## config.mk

```make
export PLATFORM = sky130hd
export DESIGN_NAME = gdio_port
export DESIGN_NICKNAME = d
export VERILOG_FILES = /design/src/verilog/gdio_sync.v /design/src/verilog/gdio_pad.v /design/src/verilog/gdio_port.v
export VERILOG_INCLUDE_DIRS = /design/src /design/src/verilog
export SDC_FILE = /design/constraint.sdc
export NUM_CORES = 1
export LEC_CHECK = 0
export BUFFER_PORTS_ARGS = -buffer_cell sky130_fd_sc_hd__buf_2
export CAP_MARGIN = 15
export CORE_MARGIN = 5
export CORE_UTILIZATION = 35
export CTS_BUF_LIST = sky130_fd_sc_hd__clkbuf_4 sky130_fd_sc_hd__clkbuf_8
export CTS_CLUSTER_SIZE = 16
export DETAILED_ROUTE_END_ITERATION = 10
export MAX_ROUTING_LAYER = met4
export SLEW_MARGIN = 20
export SYNTH_ARGS = -nofsm -noshare
export SYNTH_HDL_FRONTEND = slang
export SYNTH_SLANG_ARGS = --single-unit
```

## constraint.sdc

```tcl
create_clock -name clk -period 1.1 [get_ports clk]
set_input_delay 0.055 -clock clk [delete_from_list [all_inputs] [get_ports clk]]
set_output_delay 0.055 -clock clk [all_outputs]
set_load 0.01 [all_outputs]
```

## src/verilog/gdio_consts.vh

```
// Purpose: constants for the general digital I/O port
// Assumes: 8-bit port, plain register port with one-cycle read latency
// Notes:   offsets are word indices on the local register port
`ifndef GDIO_CONSTS_VH
`define GDIO_CONSTS_VH
`define GDIO_WIDTH          8
`define GDIO_ADDR_W         3
`define GDIO_OFF_PIN_INPUT  3'h0
`define GDIO_OFF_DIRECTION  3'h1
`define GDIO_OFF_OUTPUT     3'h2
`define GDIO_OFF_CONTROL    3'h3
`define GDIO_OFF_BITOP      3'h4
`define GDIO_CTRL_PUD_BIT   4
`define GDIO_BITOP_SET_BIT  3
`define GDIO_BITOP_SEL_BIT  4
`define GDIO_RST_DIRECTION  8'h00
`define GDIO_RST_OUTPUT     8'h00
`define GDIO_RST_CONTROL    8'h00
`endif

```

## src/verilog/gdio_sync.v

```verilog
// Purpose: input synchronizer, falling-edge capture then rising-edge register
// Assumes: clk is the I/O clock
// Notes:   the negedge stage plays the part of the transparent-high latch
`timescale 1ns/1ps
`include "gdio_consts.vh"
module gdio_sync
(
  // Clock and reset
  input  wire                   clk,
  input  wire                   sys_rst,
  // Pin levels in, synchronized levels out
  input  wire [`GDIO_WIDTH-1:0] pinLevel,
  output reg  [`GDIO_WIDTH-1:0] pinSync
);

  reg [`GDIO_WIDTH-1:0] latch_r;

  // Latch-equivalent: sampled as the clock falls
  always @(negedge clk or posedge sys_rst)
  begin
    if (sys_rst)
      latch_r <= {`GDIO_WIDTH{1'b0}};
    else
      latch_r <= pinLevel;
  end

  // Only the next rising-edge stage reads the first stage
  always @(posedge clk or posedge sys_rst)
  begin
    if (sys_rst)
      pinSync <= {`GDIO_WIDTH{1'b0}};
    else
      pinSync <= latch_r;
  end

endmodule

```

## src/verilog/gdio_pad.v

```verilog
// Purpose: per-pin driver and pull-up decode
// Assumes: dir/out bits come from flip-flops
// Notes:   reset forces all outputs off with no clock needed
`timescale 1ns/1ps
`include "gdio_consts.vh"
module gdio_pad
(
  // Controls
  input  wire                   sys_rst,
  input  wire                   pullupDisable,
  input  wire [`GDIO_WIDTH-1:0] dirBits,
  input  wire [`GDIO_WIDTH-1:0] outBits,
  input  wire [`GDIO_WIDTH-1:0] altOwn,
  // Pad controls
  output wire [`GDIO_WIDTH-1:0] padOut,
  output wire [`GDIO_WIDTH-1:0] padOe,
  output wire [`GDIO_WIDTH-1:0] padPullup
);

  genvar n;
  generate
    for (n = 0; n < `GDIO_WIDTH; n = n + 1)
    begin : g_pin
      // Pins owned by a peripheral are left alone; others are unaffected
      assign padOe[n]     = ~sys_rst & ~altOwn[n] & dirBits[n];
      assign padOut[n]    = outBits[n] & dirBits[n];
      assign padPullup[n] = ~sys_rst & ~altOwn[n] & ~dirBits[n] & outBits[n]
                            & ~pullupDisable;
    end
  endgenerate

endmodule

```

## src/verilog/gdio_port.v

```verilog
// Purpose: general digital I/O port, registers, toggle and bit ops
// Assumes: register port, read data one cycle after the read strobe
// Notes:   pin reads go through the two-stage synchronizer
`timescale 1ns/1ps
`include "gdio_consts.vh"
module gdio_port
(
  // Clock and reset
  input  wire                    clk,
  input  wire                    sys_rst,
  // Register port
  input  wire [`GDIO_ADDR_W-1:0] regAddr,
  input  wire [7:0]              regWdata,
  input  wire                    regWr,
  input  wire                    regRd,
  output reg  [7:0]              regRdata,
  // Sleep and alternate function
  input  wire                    sleepClamp,
  input  wire [`GDIO_WIDTH-1:0]  extIntEnable,
  input  wire [`GDIO_WIDTH-1:0]  altOwn,
  // Pins
  input  wire [`GDIO_WIDTH-1:0]  pinIn,
  output wire [`GDIO_WIDTH-1:0]  pinOut,
  output wire [`GDIO_WIDTH-1:0]  pinOe,
  output wire [`GDIO_WIDTH-1:0]  pinPullup
);

  reg  [`GDIO_WIDTH-1:0] direction_r;
  reg  [`GDIO_WIDTH-1:0] direction_nxt;
  reg  [`GDIO_WIDTH-1:0] output_r;
  reg  [`GDIO_WIDTH-1:0] output_nxt;
  reg  [7:0]             control_r;
  reg  [7:0]             control_nxt;
  reg  [7:0]             rdata_nxt;
  wire [`GDIO_WIDTH-1:0] pinSync;
  wire [`GDIO_WIDTH-1:0] padLevel;
  wire [`GDIO_WIDTH-1:0] bitMask;
  wire                   pullupDisable;

  assign pullupDisable = control_r[`GDIO_CTRL_PUD_BIT];
  assign bitMask = {{(`GDIO_WIDTH-1){1'b0}}, 1'b1} << regWdata[2:0];

  // Driven level loops back so the pin input sees outputs too
  assign padLevel = (pinIn | (pinOe & pinOut)) & ~(pinOe & ~pinOut);
  // Clamp during deep sleep to stop floating-input current
  wire [`GDIO_WIDTH-1:0] clampedLevel = padLevel & ~(sleepClamp ? ~extIntEnable
                                        : {`GDIO_WIDTH{1'b0}});

  gdio_sync u_sync
  (
    .clk      (clk),
    .sys_rst  (sys_rst),
    .pinLevel (clampedLevel),
    .pinSync  (pinSync)
  );

  gdio_pad u_pad
  (
    .sys_rst       (sys_rst),
    .pullupDisable (pullupDisable),
    .dirBits       (direction_r),
    .outBits       (output_r),
    .altOwn        (altOwn),
    .padOut        (pinOut),
    .padOe         (pinOe),
    .padPullup     (pinPullup)
  );

  always @*
  begin
    direction_nxt = direction_r;
    output_nxt    = output_r;
    control_nxt   = control_r;
    if (regWr)
    begin
      case (regAddr)
        `GDIO_OFF_DIRECTION: direction_nxt = regWdata;
        `GDIO_OFF_OUTPUT:    output_nxt    = regWdata;
        `GDIO_OFF_PIN_INPUT: output_nxt    = output_r ^ regWdata;
        `GDIO_OFF_CONTROL:   control_nxt   = regWdata & 8'h10;
        `GDIO_OFF_BITOP:
        begin
          // Bits 2:0 pin, bit 3 set/clear, bit 4 selects output else direction
          if (regWdata[`GDIO_BITOP_SEL_BIT])
            output_nxt = regWdata[`GDIO_BITOP_SET_BIT] ? (output_r | bitMask)
                                                       : (output_r & ~bitMask);
          else
            direction_nxt = regWdata[`GDIO_BITOP_SET_BIT] ? (direction_r | bitMask)
                                                          : (direction_r & ~bitMask);
        end
        default: ;
      endcase
    end
  end

  always @*
  begin
    rdata_nxt = 8'h00;
    case (regAddr)
      `GDIO_OFF_PIN_INPUT: rdata_nxt = pinSync;
      `GDIO_OFF_DIRECTION: rdata_nxt = direction_r;
      `GDIO_OFF_OUTPUT:    rdata_nxt = output_r;
      `GDIO_OFF_CONTROL:   rdata_nxt = control_r;
      default:             rdata_nxt = 8'h00;
    endcase
  end

  always @(posedge clk or posedge sys_rst)
  begin
    if (sys_rst)
    begin
      direction_r <= `GDIO_RST_DIRECTION;
      output_r    <= `GDIO_RST_OUTPUT;
      control_r   <= `GDIO_RST_CONTROL;
      regRdata    <= 8'h00;
    end
    else
    begin
      direction_r <= direction_nxt;
      output_r    <= output_nxt;
      control_r   <= control_nxt;
      regRdata    <= regRd ? rdata_nxt : 8'h00;
    end
  end

endmodule

```

==> results.yml <==
status:
  status: "finished with violations"
  violations: "setup timing"
detailed_routing:
  wirelength_met1_um: 3410
  drc: 0
  drt_wl_total_um: 7350
  met3_wirelength_um: 408
  vias_per_cell: 5.17
  top_layer_used: "met4"
  avgRoutedWirePerCell_um: 16.4
  drt_iter0_markers: 88
  wl_met2_um: 3500
  drt_first_pass_iters: 4
  vias: 2318
  ant_nets: 0
worst_setup_path:
  endpoint: "u_sync.latch_r[5]"
  crit_family: "flip-flops"
  required_ps: 680
  critPathCaptureType: "register"
  max_stage_delay_ps: 370
  rrSetupSlack_ps: -470
  cp_num_buf_inv: 0
  crit_fanout: 2
  r2r-end: "u_sync.latch_r[5]"
  arrival_ps: 1150
  reg2reg_depth: 3
  worst_path_max_delay_cell: "dfrtp_1"
  crit_cells: 3
  start_kind: "register"
  crit_chain: "nor3b_4 > mux2i_1 > a21oi_1"
  crit_type: "register to register"
layout:
  drive_gt1_share_pct: 48.2
  fin_nets: 411
  stdcell_count: 448
  diodes: 0
  final_area_um2: 3650
  post-route-util_pct: 57.6
  fillers: 571
  syn_to_final_growth_pct: 60.2
placed_design:
  dp_hpwl_um: 5440
  dp_slack_ps: -552
  io_buffers: 71
  routabilityCongestion: 0.825
  placedCellCount: 436
  place_area_um2: 3260
floorplanning:
  rows: 29
  io_pins: 72
  fp.dieW_um: 90.7
  dieArea_um2: 8230
  die_h_um: 90.7
  core_area_um2: 6350
  start_util_pct: 35.9
timing:
  worst_clock_skew_ps: 6.29
  tns_ps: -7260
  slew_headroom_pct: 65.2
  setup_viol: 32
  hold_violations: 0
  drv_slew: 0
  fin_hold_ws_ps: 61.2
  layout_setup_ws_ps: -467
  tightestPinTransition_ps: 521
  grt_setup_unrepaired: "yes"
grt:
  grt_util_all_layers_pct: 18.4
  globalRouteOverflowTotal: 0
  first_global_vias: 2360
  antenna_found_initial: 0
  grt_max_degree: 15
  grt_pass1_wl_um: 12000
pwr:
  power_leakage_nw: 1.74
  irDropWorstVdd_v: 0.000912
  power.total_mw: 4.72
  power_density_nw_per_um2: 1290
clock_tree:
  clock-sinks: 41
  numCtsBuffers: 5
  clk_pin_slew_ps: 80
  root_buffer: "clkbuf_8"
  cts_hold_buf: 0
  cts_tree: "done"
  cts.htree.levels: 2
  cts_max_path_buffers: 2
  clk_latency_ps: 290
synth:
  ys_ff_latch: 41
  synth_area_um2: 2280
  syn_nets: 282
  ys_types: 37
  syn-instance-count: 242
  ys.flop_type: "dfrtp_1"
  yosysWarningCount: 0
  async_flop_share_pct: 100
  syn_area_per_cell_um2: 9.43
  ys_seq_area_share_pct: 45.0
  synth_edf_count: 0
min_path:
  hold_depth: 2
  hold_path.class: "input pin to register"
run:
  maxCapViolCount: 0
==> metal layers <==
metal  vias up  global-route usage [%]
met3         2                    3.42
met2        70                    28.6
li1       1131                       -
met5         -                       -
met4         0                    3.97
met1      1115                    25.1
==> placed cells by master, fill, tap and decap left out, types with 4 or more instances in the layout <==
master      n
buf_2      58
o2bb2ai_1   7
nor2b_1    12
nor4b_2     5
buf_12      4
inv_1      12
clkbuf_8    5
buf_6      28
nor3b_4     7
mux2i_1    15
a211oi_1    4
dfrtn_1     8
nor2_1     16
a21oi_1    32
buf_4      46
o21ai_0    20
dfrtp_1    33
nand2_1     4
and2_4      7
==> synthesized netlist by cell type, types with 3 or more instances <==
master	instances	area share, %
nand2b_1	3	0.82
and2_1	9	2.5
buf_2	4	0.88
nor2_1	17	2.8
a211oi_1	4	1.3
and3b_1	3	1.2
nor2b_1	13	3.6
and3_1	3	0.82
o22ai_1	3	0.82
nor3b_1	10	3.3
nor4b_1	8	3.1
nand2_1	4	0.66
clkbuf_1	9	1.5
dfrtp_1	33	36
o2bb2ai_1	7	2.7
o21ai_0	23	5.0
dfrtn_1	8	8.8
mux2i_1	15	6.6
inv_1	13	2.1
a21oi_1	32	7.0
==> worst min-delay path by stage <==
stage | startpoint | slack [ps] | end
3_5_place_dp | regRd | 340 | regRdata[4]
5_1_grt | regRd | 50 | regRdata[4]
4_1_cts | regRd | 50 | regRdata[4]
3_3_place_gp | regRd | 320 | regRdata[4]
6_report | regRd | 60 | regRdata[4]
2_1_floorplan | altOwn[6] | 140 | pinOe[6]
==> area by class of cell <==
| cell class | instances | area (um^2) | area share [%] |
|---|---|---|---|
| multi-input cells | 174 | 1350 | 36.8 |
| repair buffers | 136 | 1030 | 28.2 |
| flip-flops and latches | 41 | 1030 | 28.1 |
| well taps | 77 | 96.3 | 2.64 |
| clock buffers | 5 | 68.8 | 1.88 |
| inverters | 13 | 52.6 | 1.44 |
| clock inverters | 2 | 35.0 | 0.959 |
==> logic make-up (layout without fill, tap and decap cells) <==
logic type      Yosys count  after routing  share of synthesized area (%)
simple gates             77             77                           21.0
buf+inv                  27            156                           4.66
flops                    41             41                           45.0
compound gates           79             79                           20.7
mux                      18             18                           8.72
==> repair_timing <==
action	4_1_cts	5_1_grt
buffers inserted	5	6
pin swaps	2	4
resized for setup	29	26
endpoints found under the setup margin	32	36
==> report_power, final <==
part / total, mW / internal [mW] / switching [mW]
Combinational: 1.71 / 0.964 / 0.746
Clock: 1.19 / 0.660 / 0.528
Sequential: 1.82 / 1.71 / 0.108
Power figures use the tool's default switching activity.
